File: src/design/ufb_pkg.sv
// Purpose: shared constants and types for the fifo control and baud generator block
// Assumes: 8-bit register port, channel offsets 0..7
// Notes:   divisor reset value is arbitrary; software loads it at init
package ufb_pkg;

    localparam int          ADDR_W          = 3;
    localparam int          DATA_W          = 8;
    localparam int          DIV_W           = 16;

    // channel offsets
    localparam logic [2:0]  OFS_DIV_LOW     = 3'h0;
    localparam logic [2:0]  OFS_DIV_HIGH    = 3'h1;
    localparam logic [2:0]  OFS_FIFO_CTRL   = 3'h2;

    // fifo_control field positions
    localparam int          FC_ENABLE_BIT   = 0;
    localparam int          FC_RX_CLR_BIT   = 1;
    localparam int          FC_TX_CLR_BIT   = 2;
    localparam int          FC_DMA_BIT      = 3;
    localparam int          FC_TRIG_LSB     = 6;

    // reset values
    localparam logic [7:0]  DIV_LOW_RESET   = 8'h01;
    localparam logic [7:0]  DIV_HIGH_RESET  = 8'h00;
    localparam logic [7:0]  RDATA_NONE      = 8'h00;

    // receive trigger depths in bytes
    localparam logic [3:0]  TRIG_BYTES_0    = 4'h1;
    localparam logic [3:0]  TRIG_BYTES_1    = 4'h4;
    localparam logic [3:0]  TRIG_BYTES_2    = 4'h8;
    localparam logic [3:0]  TRIG_BYTES_3    = 4'he;

    // baud output is this many times the bit rate
    localparam int          OVERSAMPLE      = 16;

    typedef enum logic [1:0] {
        UFB_TRIG_1,
        UFB_TRIG_4,
        UFB_TRIG_8,
        UFB_TRIG_14
    } ufb_trig_e;

    // stored fifo_control state (clear bits are never stored)
    typedef struct packed {
        ufb_trig_e  trig;
        logic       dma_mode;
        logic       enable;
    } ufb_fifo_ctrl_s;

    // one-cycle clear commands to the fifos
    typedef struct packed {
        logic       tx_clear;
        logic       rx_clear;
    } ufb_fifo_clr_s;

    localparam ufb_fifo_ctrl_s FIFO_CTRL_RESET = '{trig: UFB_TRIG_1, dma_mode: 1'b0,
                                                   enable: 1'b0};

endpackage : ufb_pkg

File: src/design/ufb_fifo_baud.sv
// Purpose: fifo control register, divisor latches and 16x baud generator for one channel
// Assumes: register port and divisor_access_select come from logic on mclk_i
// Notes:   offsets 0/1 with select low and reads of offset 2 belong to neighbouring logic;
//          this block answers them with zero except the fifo-mode id bits at offset 2
// Notes on behaviour
// - bits 7:6 pick trigger 1/4/8/14 bytes
// - bit 3 stored, changes nothing
// - bit 2 pulses transmit fifo clear, self-clears
// - bit 1 pulses receive fifo clear only
// - bit 0 high enables both fifos
// - bit 0 low when enabled disables and empties both
// - writes with bit 0 low ignore others
// - leaving fifo mode clears every field
// - offset 2 write-only, never read back
// - divisor latches at 0/1 when select high
// - divide clock by divisor 1..65536
// - tick is sixteen times bit rate
// - select high maps divisor latches at 0/1
// - fifo enabled reports id bits 7:6 set
module ufb_fifo_baud
    import ufb_pkg::*;
(
    // clock, reset, enable
    input  wire logic                       mclk_i,
    input  wire logic                       rst_b_i,
    input  wire logic                       clk_en_i,
    // register port
    input  wire logic [ufb_pkg::ADDR_W-1:0] addr_i,
    input  wire logic [ufb_pkg::DATA_W-1:0] wdata_i,
    input  wire logic                       wr_i,
    input  wire logic                       rd_i,
    output logic      [ufb_pkg::DATA_W-1:0] rdata_o,
    // from line format control
    input  wire logic                       divisor_access_select_i,
    // fifo control to the fifos and interrupt logic
    output logic                            fifo_enable_o,
    output ufb_pkg::ufb_fifo_clr_s          fifo_clr_o,
    output logic      [3:0]                 rx_trigger_bytes_o,
    output logic                            dma_mode_o,
    output logic      [1:0]                 fifo_mode_id_o,
    // baud generator
    output logic      [ufb_pkg::DIV_W-1:0]  divisor_o,
    output logic                            baud_tick_o
);
    import ufb_pkg::*;

    ufb_fifo_ctrl_s         fc_q;
    ufb_fifo_ctrl_s         fc_d;
    ufb_fifo_clr_s          clr_q;
    ufb_fifo_clr_s          clr_d;
    logic [7:0]             div_low_q;
    logic [7:0]             div_high_q;
    logic [DIV_W-1:0]       cnt_q;
    logic [DIV_W-1:0]       cnt_d;
    logic                   tick_q;
    logic [DATA_W-1:0]      rdata_q;
    logic [DATA_W-1:0]      rdata_d;

    // address decode
    wire logic              hit_div_low  = divisor_access_select_i
                                           && (addr_i == OFS_DIV_LOW);
    wire logic              hit_div_high = divisor_access_select_i
                                           && (addr_i == OFS_DIV_HIGH);
    wire logic              hit_fc       = (addr_i == OFS_FIFO_CTRL);
    wire logic              wr_fc        = wr_i && hit_fc;
    wire logic              wr_div_low   = wr_i && hit_div_low;
    wire logic              wr_div_high  = wr_i && hit_div_high;
    wire logic              wr_en_bit    = wdata_i[FC_ENABLE_BIT];
    wire logic [DIV_W-1:0]  divisor      = {div_high_q, div_low_q};
    // a latch write restarts the count from the value being written, not the old one
    wire logic [7:0]        div_low_d    = wr_div_low ? wdata_i : div_low_q;
    wire logic [7:0]        div_high_d   = wr_div_high ? wdata_i : div_high_q;
    wire logic [DIV_W-1:0]  div_next     = {div_high_d, div_low_d};
    // all-zero divisor wraps to ffff, giving 65536 cycles per tick
    wire logic [DIV_W-1:0]  reload       = div_next - 16'h0001;
    wire logic              cnt_zero     = (cnt_q == 16'h0000);

    // fifo_control next value
    always_comb
    begin
        fc_d  = fc_q;
        clr_d = '0;
        if (wr_fc)
        begin
            if (wr_en_bit)
            begin
                fc_d.enable   = 1'b1;
                fc_d.dma_mode = wdata_i[FC_DMA_BIT];
                fc_d.trig     = ufb_trig_e'(wdata_i[FC_TRIG_LSB +: 2]);
                clr_d.tx_clear = wdata_i[FC_TX_CLR_BIT];
                clr_d.rx_clear = wdata_i[FC_RX_CLR_BIT];
            end
            else
            begin
                // other bits ignored; whole register returns to non-fifo state
                fc_d = FIFO_CTRL_RESET;
                clr_d.tx_clear = fc_q.enable;
                clr_d.rx_clear = fc_q.enable;
            end
        end
    end

    // read path: offset 2 never returns fifo_control, only the mode id bits
    always_comb
    begin
        rdata_d = RDATA_NONE;
        if (hit_div_low)
        begin
            rdata_d = div_low_q;
        end
        else if (hit_div_high)
        begin
            rdata_d = div_high_q;
        end
        else if (hit_fc)
        begin
            rdata_d = {fifo_mode_id_o, 6'h00};
        end
    end

    // baud counter counts down from divisor-1, tick on zero
    always_comb
    begin
        cnt_d = cnt_q - 16'h0001;
        if (cnt_zero || wr_div_low || wr_div_high)
        begin
            cnt_d = reload;
        end
    end

    always_ff @(posedge mclk_i or negedge rst_b_i)
    begin
        if (!rst_b_i)
        begin
            fc_q       <= FIFO_CTRL_RESET;
            clr_q      <= '0;
            div_low_q  <= DIV_LOW_RESET;
            div_high_q <= DIV_HIGH_RESET;
            rdata_q    <= RDATA_NONE;
        end
        else if (clk_en_i)
        begin
            fc_q    <= fc_d;
            clr_q   <= clr_d;
            rdata_q <= rd_i ? rdata_d : RDATA_NONE;
            if (wr_div_low)
            begin
                div_low_q <= wdata_i;
            end
            if (wr_div_high)
            begin
                div_high_q <= wdata_i;
            end
        end
    end

    always_ff @(posedge mclk_i or negedge rst_b_i)
    begin
        if (!rst_b_i)
        begin
            cnt_q  <= 16'h0000;
            tick_q <= 1'b0;
        end
        else if (clk_en_i)
        begin
            cnt_q  <= cnt_d;
            tick_q <= cnt_zero && !(wr_div_low || wr_div_high);
        end
        else
        begin
            tick_q <= 1'b0;
        end
    end

    // trigger depth decode
    always_comb
    begin
        case (fc_q.trig)
            UFB_TRIG_1:  rx_trigger_bytes_o = TRIG_BYTES_0;
            UFB_TRIG_4:  rx_trigger_bytes_o = TRIG_BYTES_1;
            UFB_TRIG_8:  rx_trigger_bytes_o = TRIG_BYTES_2;
            default:     rx_trigger_bytes_o = TRIG_BYTES_3;
        endcase
    end

    assign fifo_enable_o  = fc_q.enable;
    assign fifo_clr_o     = clr_q;
    assign dma_mode_o     = fc_q.dma_mode;
    assign fifo_mode_id_o = {fc_q.enable, fc_q.enable};
    assign divisor_o      = divisor;
    assign baud_tick_o    = tick_q;
    assign rdata_o        = rdata_q;
endmodule : ufb_fifo_baud

File: config.mk
export PLATFORM = sky130hd
export DESIGN_NAME = ufb_fifo_baud
export DESIGN_NICKNAME = d
export VERILOG_FILES = /design/src/design/ufb_pkg.sv /design/src/design/ufb_fifo_baud.sv
export SDC_FILE = /design/constraint.sdc
export NUM_CORES = 1
export LEC_CHECK = 0
export CORE_MARGIN = 10
export CORE_UTILIZATION = 40
export DETAILED_ROUTE_END_ITERATION = 8
export DONT_BUFFER_PORTS = 1
export PLACE_DENSITY_LB_ADDON = 0.25
export SLEW_MARGIN = 20
export SYNTH_ARGS = -nofsm -noshare
export SYNTH_HDL_FRONTEND = slang
export SYNTH_SLANG_ARGS = --single-unit
File: constraint.sdc
create_clock -name mclk_i -period 3.5 [get_ports mclk_i]
set_clock_uncertainty 0.2 [all_clocks]
set_input_delay 0.175 -clock mclk_i [delete_from_list [all_inputs] [get_ports mclk_i]]
set_output_delay 0.175 -clock mclk_i [all_outputs]
set_load 0.005 [all_outputs]
==> metrics.txt, run 1 <==
status finished clean; fin nets a little under 400; fillers roughly 730; Net Sw Frac between 30 and 40%; period utilization roughly 94%; cell taking the most area after synthesis dfrtp_1; # setup viols final 0; post-route ant nets 0; Final Max Tran Viols 0; actual slew at the worst max-slew pin ~0.65 ns; final hold violations 0; ant diodes 0; CP startpoint kind register; Post-Synthesis Cells roughly 360; Cell Pwr Density roughly 510 mW/mm^2; Post-Synthesis Cell Area around 0.0033 sq mm; Max Freq 0.303 GHz; dpl hpwl around 7000 um; Synth Register Bits 47; Reg power frac 46.3%; global-route wire length before repair 16300 um; slew margin rel. ~57%; final core utilization approximately 47%; Mapped Nets roughly 380; Final Wtd Congestion 0.876; Worst-path clk slew roughly 0.1 ns; DR pass1 iterations 5; Overflow after GRT 0; die outline width 110 um; Residual DRC 0; Hold WC Path Type input pin to register; Max FO, Critical Path 7; top cells by count, synth dfrtp_1, nor2_1, nand2_1, o21ai_0, a21oi_1; Yosys warnings 0; count leader, synth dfrtp_1; number of synthesized flops with an enable pin 0; synthesis-to-layout area growth 13.1%; non-filler cells, final 476; initial antenna violation count 0; initial DRC count 200; postcts setup bufs 0; All-Layer GR Usage 17.1%; via count 3020; Logic pwr share between 20 and 30%; Max-cap violations 0; clock network power share approximately a quarter; Final min period approximately 3.3 ns; WP data required ~3.5 ns; Setup CP Type register to register; CP arrival between 3 and 4 ns; clk root buf clkbuf_8; vias per cell ~6.3; register area share after synthesis between 30% and 40%; pre-CTS setup slack between 0.04 and 0.05 ns; Rows 32; Setup TNS 0 ns; pin count of the biggest net entering global routing 48; share of post-route cells with drive strength above 1 between 10% and 20%; clock tree sinks 47; number of CTS-inserted buffers 5; core area 0.00781 sq mm; hold_ws 0.0388 ns; CTS HTree Levels 2; area share of the largest cell type after synthesis around a third; I/O Buffers 0; number of global-route vias before repair 2921; CP endpoint kind register; IR drop worst, VDD 0.000245 V; post-route setup slack 0.205 ns; syn_area_per_cell about 9 sq um; Starting Density between 40% and 50%; Int Power between 1 and 1.5 mW; CTS tree yes; static leakage roughly 1.4 nW; num ports 52; clk_lat worst skew 0.31 ns; WL/cell roughly 22 um; Top FF cell, synth dfrtp_1; async set-or-reset flop fraction in the synthesized netlist 100%; placed cell count between 400 and 500; RSZ-0062 raised after global routing no; die height around 110 um; Total Wirelength ~10000 um; top post-synthesis cells by area dfrtp_1, mux2_2, nor2_1; CTS max path bufs 2; Net Switching between 600 and 700 uW; Distinct cells, synth 67; die area approximately 0.012 sq mm
[cells in the final DEF, fill, tap and decap left out, types with 9 or more instances in the layout]
master	n
a21oi_1	19
or4_1	9
mux2i_1	12
dfrtp_1	46
inv_1	9
nand2_1	32
dlygate4sd3_1	18
nor2_1	33
mux2_2	19
o21ai_0	24
[final cells by class]
cell class	instances	area, sq um	share of cell area, %
Multi-Input combinational cell	281	1920	52.2
Sequential cell	47	1180	32.0
Timing Repair Buffer	28	288	7.81
Tap cell	102	128	3.46
Clock buffer	6	72.6	1.97
Clock inverter	2	60.1	1.63
Inverter	10	37.5	1.02
[routing by layer]
layer | track usage [%] | part of all wire, % | vias to the layer above
li1 | - | - | 1393
met5 | 0 | 0 | -
met1 | 23.2 | 43 | 1460
met4 | 4.31 | 0.83 | 0
met3 | 4.64 | 11 | 8
met2 | 26.5 | 45 | 159
[registers in the layout (all words and copies together), names as in the netlist]
signal,count
rdata_o,8
dma_mode_o,1
fc_q,2
baud_tick_o,1
div_low_q,8
fifo_enable_o,1
fifo_clr_o,2
div_high_q,8
cnt_q,16
[power by group through the flow]
stage                     logic (mW)  clock network, mW  registers (mW)
after floorplan                0.413                  0           0.793
after global placement         0.453                  0           0.871
after detailed placement       0.460                  0           0.877
after CTS                      0.516              0.499           0.867
after global routing           0.591              0.518           0.897
final                          0.529              0.482           0.874
[worst max-delay path, stage by stage (launching register included)]
cell and delay, ns:
dfrtp_1 0.46, or4_4 0.59, nor3_4 0.26, a21oi_2 0.13, a21oi_1 0.22, ha_1 0.23
o211ai_1 0.20, a211oi_2 0.28, a31oi_2 0.13, or3_1 0.37, a31oi_1 0.17
[worst paths after layout]
path	from	to	slack (ns)	cells after the start
setup / recovery	cnt_q[2]$_DFFE_PN0P_	cnt_q[14]$_DFFE_PN0P_	0.20	10
hold / removal	wdata_i[1]	cnt_q[9]$_DFFE_PN0P_	0.04	3
setup reg to reg	cnt_q[2]$_DFFE_PN0P_	cnt_q[14]$_DFFE_PN0P_	0.20	10
hold reg to reg	rdata_o[6]$_DFFE_PN0P_	rdata_o[6]$_DFFE_PN0P_	0.33	1
max in group asynchronous	rst_b_i	div_low_q[0]$_DFFE_PN1P_	2.67	2
min in group asynchronous	rst_b_i	div_high_q[7]$_DFFE_PN0P_	0.17	2
[logic make-up (layout without fill, tap and decap cells)]
group / Yosys count / in the layout / synth area share, %
AND/OR/NAND/NOR: 132 / 132 / 22.0
AO/OA/AOI/OAI: 109 / 109 / 23.2
flip-flops: 47 / 47 / 36.1
buffers and inverters: 36 / 46 / 5.64
multiplexers: 34 / 34 / 11.3
XOR/XNOR: 5 / 5 / 1.34
adder cells (fa/ha/maj): 1 / 1 / 0.384
[per-stage QoR]
step / power, mW / cell area [sq um]
2_1_floorplan: 1.21 / 3260
3_3_place_gp: 1.32 / 3300
3_5_place_dp: 1.34 / 3300
4_1_cts: 1.88 / 3660
5_1_grt: 2.01 / 3680
6_report: 1.89 / 3680
[what timing repair did]
action | 4_1_cts | 5_1_grt
hold endpoints to repair | 93 | 0
setup endpoints to repair | 0 | 4
hold buffers | 20 | 0
gates resized for setup | 0 | 4
Power figures use the tool's default switching activity.
==> run 2: changes to the inputs <==
--- a/config.mk
+++ b/config.mk
@@ -5,11 +5,11 @@
 export SDC_FILE = /design/constraint.sdc
 export NUM_CORES = 1
 export LEC_CHECK = 0
-export CORE_MARGIN = 10
+export CORE_MARGIN = 5
 export CORE_UTILIZATION = 40
 export DETAILED_ROUTE_END_ITERATION = 8
 export DONT_BUFFER_PORTS = 1
-export PLACE_DENSITY_LB_ADDON = 0.25
+export PLACE_DENSITY = 0.56
 export SLEW_MARGIN = 20
 export SYNTH_ARGS = -nofsm -noshare
 export SYNTH_HDL_FRONTEND = slang
==> metrics.txt, run 2 (synthesis results as in run 1) <==
post-route ant nets 0 (unchanged); initial DRC count 261 (+31%); Max-cap violations 0 (unchanged); Logic pwr share 28.7% (+0.6 points); core area 0.00809 sq mm (+3.7%); CP arrival 3.32 ns (about the same); met3 usage 4.38% (-0.27 points); commonest non-fill, non-tap cell in the layout dfrtp_1; Residual DRC 0 (unchanged); num ports 52 (unchanged); IR drop worst, VDD 0.000276 V (+13%); Int Power 1.14 mW (-5.4%); number of global-route vias before repair 2838 (-2.8%); die outline width 100 um (-9.1%); Worst-path clk slew 0.11 ns (about the same); M1 GR Usage 30.0% (+6.8 points); most frequent cells in the layout dfrtp_1, nor2_1, nand2_1, o21ai_0, dlygate4sd3_1; static leakage 1.41 nW (about the same); # setup viols final 0 (unchanged); Reg power frac 47.8% (+1.5 points); Overflow after GRT 0 (unchanged); pre-CTS setup slack 0.177 ns (+0.129 ns); WP data required 3.53 ns (about the same); dpl hpwl 6850 um (-1.7%); pin count of the biggest net entering global routing 48 (unchanged); Setup CP Type register to register; Total Wirelength 10400 um (-0.53%); slew margin rel. 64.8% (+8.2 points); actual slew at the worst max-slew pin 0.523 ns (-0.122 ns); RSZ-0062 raised after global routing no; synthesis-to-layout area growth 13.2% (about the same); Starting Density 40.3% (-1.5 points); fin nets 393 (+0.51%); die height 100 um (-9.1%); GRT busiest layer met2; clk_lat worst skew 0.31 ns (about the same); number of CTS-inserted buffers 5 (unchanged); CTS HTree Levels 2 (unchanged); Max FO, Critical Path 8 (+1); clk root buf clkbuf_8; area of the multi-input gates 0.00192 sq mm (-0.26%); Setup TNS 0 ns (unchanged); fillers 809 (+11%); Largest register FFs 16 (unchanged); All-Layer GR Usage 21.0% (+3.8 points); Max Freq 0.305 GHz (+0.35%); Hold WC Path Type input pin to register; final core utilization 45.6% (-1.6 points); I/O Buffers 0 (unchanged); DR pass1 iterations 5 (unchanged); vias per cell 6.27 (-1.2%); FF/Latch Area 0.00118 sq mm (unchanged); post-route setup slack 0.216 ns (+0.0114 ns); Final Wtd Congestion 0.908 (+3.6%); CTS max path bufs 2 (unchanged); CP startpoint kind register; period utilization 93.8% (-0.33 points); initial antenna violation count 0 (unchanged); WL/cell 21.6 um (-1.6%); ant diodes 0 (unchanged); Net Switching 699 uW (+2.0%); non-filler cells, final 481 (+1.1%); Most flops, register cnt_q; Final Max Tran Viols 0 (unchanged); clock tree sinks 47 (unchanged); placed cell count 451 (+0.67%); final hold violations 0 (unchanged); CTS tree yes; Cell Pwr Density 498 mW/mm^2 (-2.7%); share of post-route cells with drive strength above 1 15.2% (-0.081 points); global-route wire length before repair 16500 um (+1.2%); Rows 33 (+3.1%); Net Sw Frac 38.1% (+1.8 points); clock network power share 23.5% (-2.1 points); die area 0.0101 sq mm (-17%); status finished clean; total power 1.84 mW (-2.7%); postcts setup bufs 0 (unchanged); CP endpoint kind register; met2 Track Usage GR 32.2% (+5.7 points); Final min period 3.28 ns (-0.0114 ns); via count 3014 (-0.20%)
-- run 2: power groups by stage --
stage | Combinational [mW] | Sequential, mW | Clock (mW)
after floorplan | 0.413 | 0.793 | 0
after global placement | 0.451 | 0.874 | 0
after detailed placement | 0.458 | 0.877 | 0
after CTS | 0.520 | 0.866 | 0.446
after global routing | 0.594 | 0.902 | 0.464
final | 0.527 | 0.876 | 0.432
-- run 2: routing by layer --
metal,up-vias,routed length (um),share of wire (%)
met5,-,0,0
met4,0,199,1.9
met3,14,720,6.9
met2,110,4780,46
met1,1486,4680,45
li1,1404,-,-
-- run 2: through the flow --
step | hold slack, ns | cell area, sq um
4_1_cts | 0.0119 | 3670
5_1_grt | 0.0344 | 3690
3_3_place_gp | -0.318 | 3310
2_1_floorplan | -0.321 | 3260
3_5_place_dp | -0.318 | 3310
6_report | 0.0262 | 3690
-- run 2: path summary, 6_finish.rpt --
check	start	end	slack, ns	cells past startpoint
setup / recovery	cnt_q[2]$_DFFE_PN0P_	cnt_q[14]$_DFFE_PN0P_	0.22	10
hold / removal	clk_en_i	div_low_q[7]$_DFFE_PN0P_	0.03	2
setup reg to reg	cnt_q[2]$_DFFE_PN0P_	cnt_q[14]$_DFFE_PN0P_	0.22	10
hold reg to reg	rdata_o[0]$_DFFE_PN0P_	rdata_o[0]$_DFFE_PN0P_	0.32	1
max in group asynchronous	rst_b_i	div_low_q[0]$_DFFE_PN1P_	2.65	2
min in group asynchronous	rst_b_i	div_high_q[6]$_DFFE_PN0P_	0.16	2
-- run 2: area by class of cell --
| class | instances | share of cell area (%) |
|---|---|---|
| clock buffer | 5 | 1.87 |
| sequential | 47 | 31.9 |
| inverter | 10 | 1.02 |
| timing repair buffer | 30 | 8.35 |
| multi-input combinational | 281 | 52.0 |
| tap | 105 | 3.56 |
| clock inverter | 3 | 1.29 |
-- run 2: critical path: stages (launching register included) --
cell and delay (ns):
dfrtp_1 0.45, or4_4 0.58, nor3_4 0.23, a21oi_2 0.14, a21oi_1 0.23, ha_1 0.23
o211ai_1 0.19, a211oi_1 0.33, a31oi_2 0.13, or3_1 0.34, a31oi_1 0.16
-- run 2: what timing repair did --
item / 4_1_cts / 5_1_grt
gates resized for setup: 0 / 3
hold endpoints to repair: 93 / 0
hold buffers: 22 / 0
setup endpoints to repair: 0 / 3
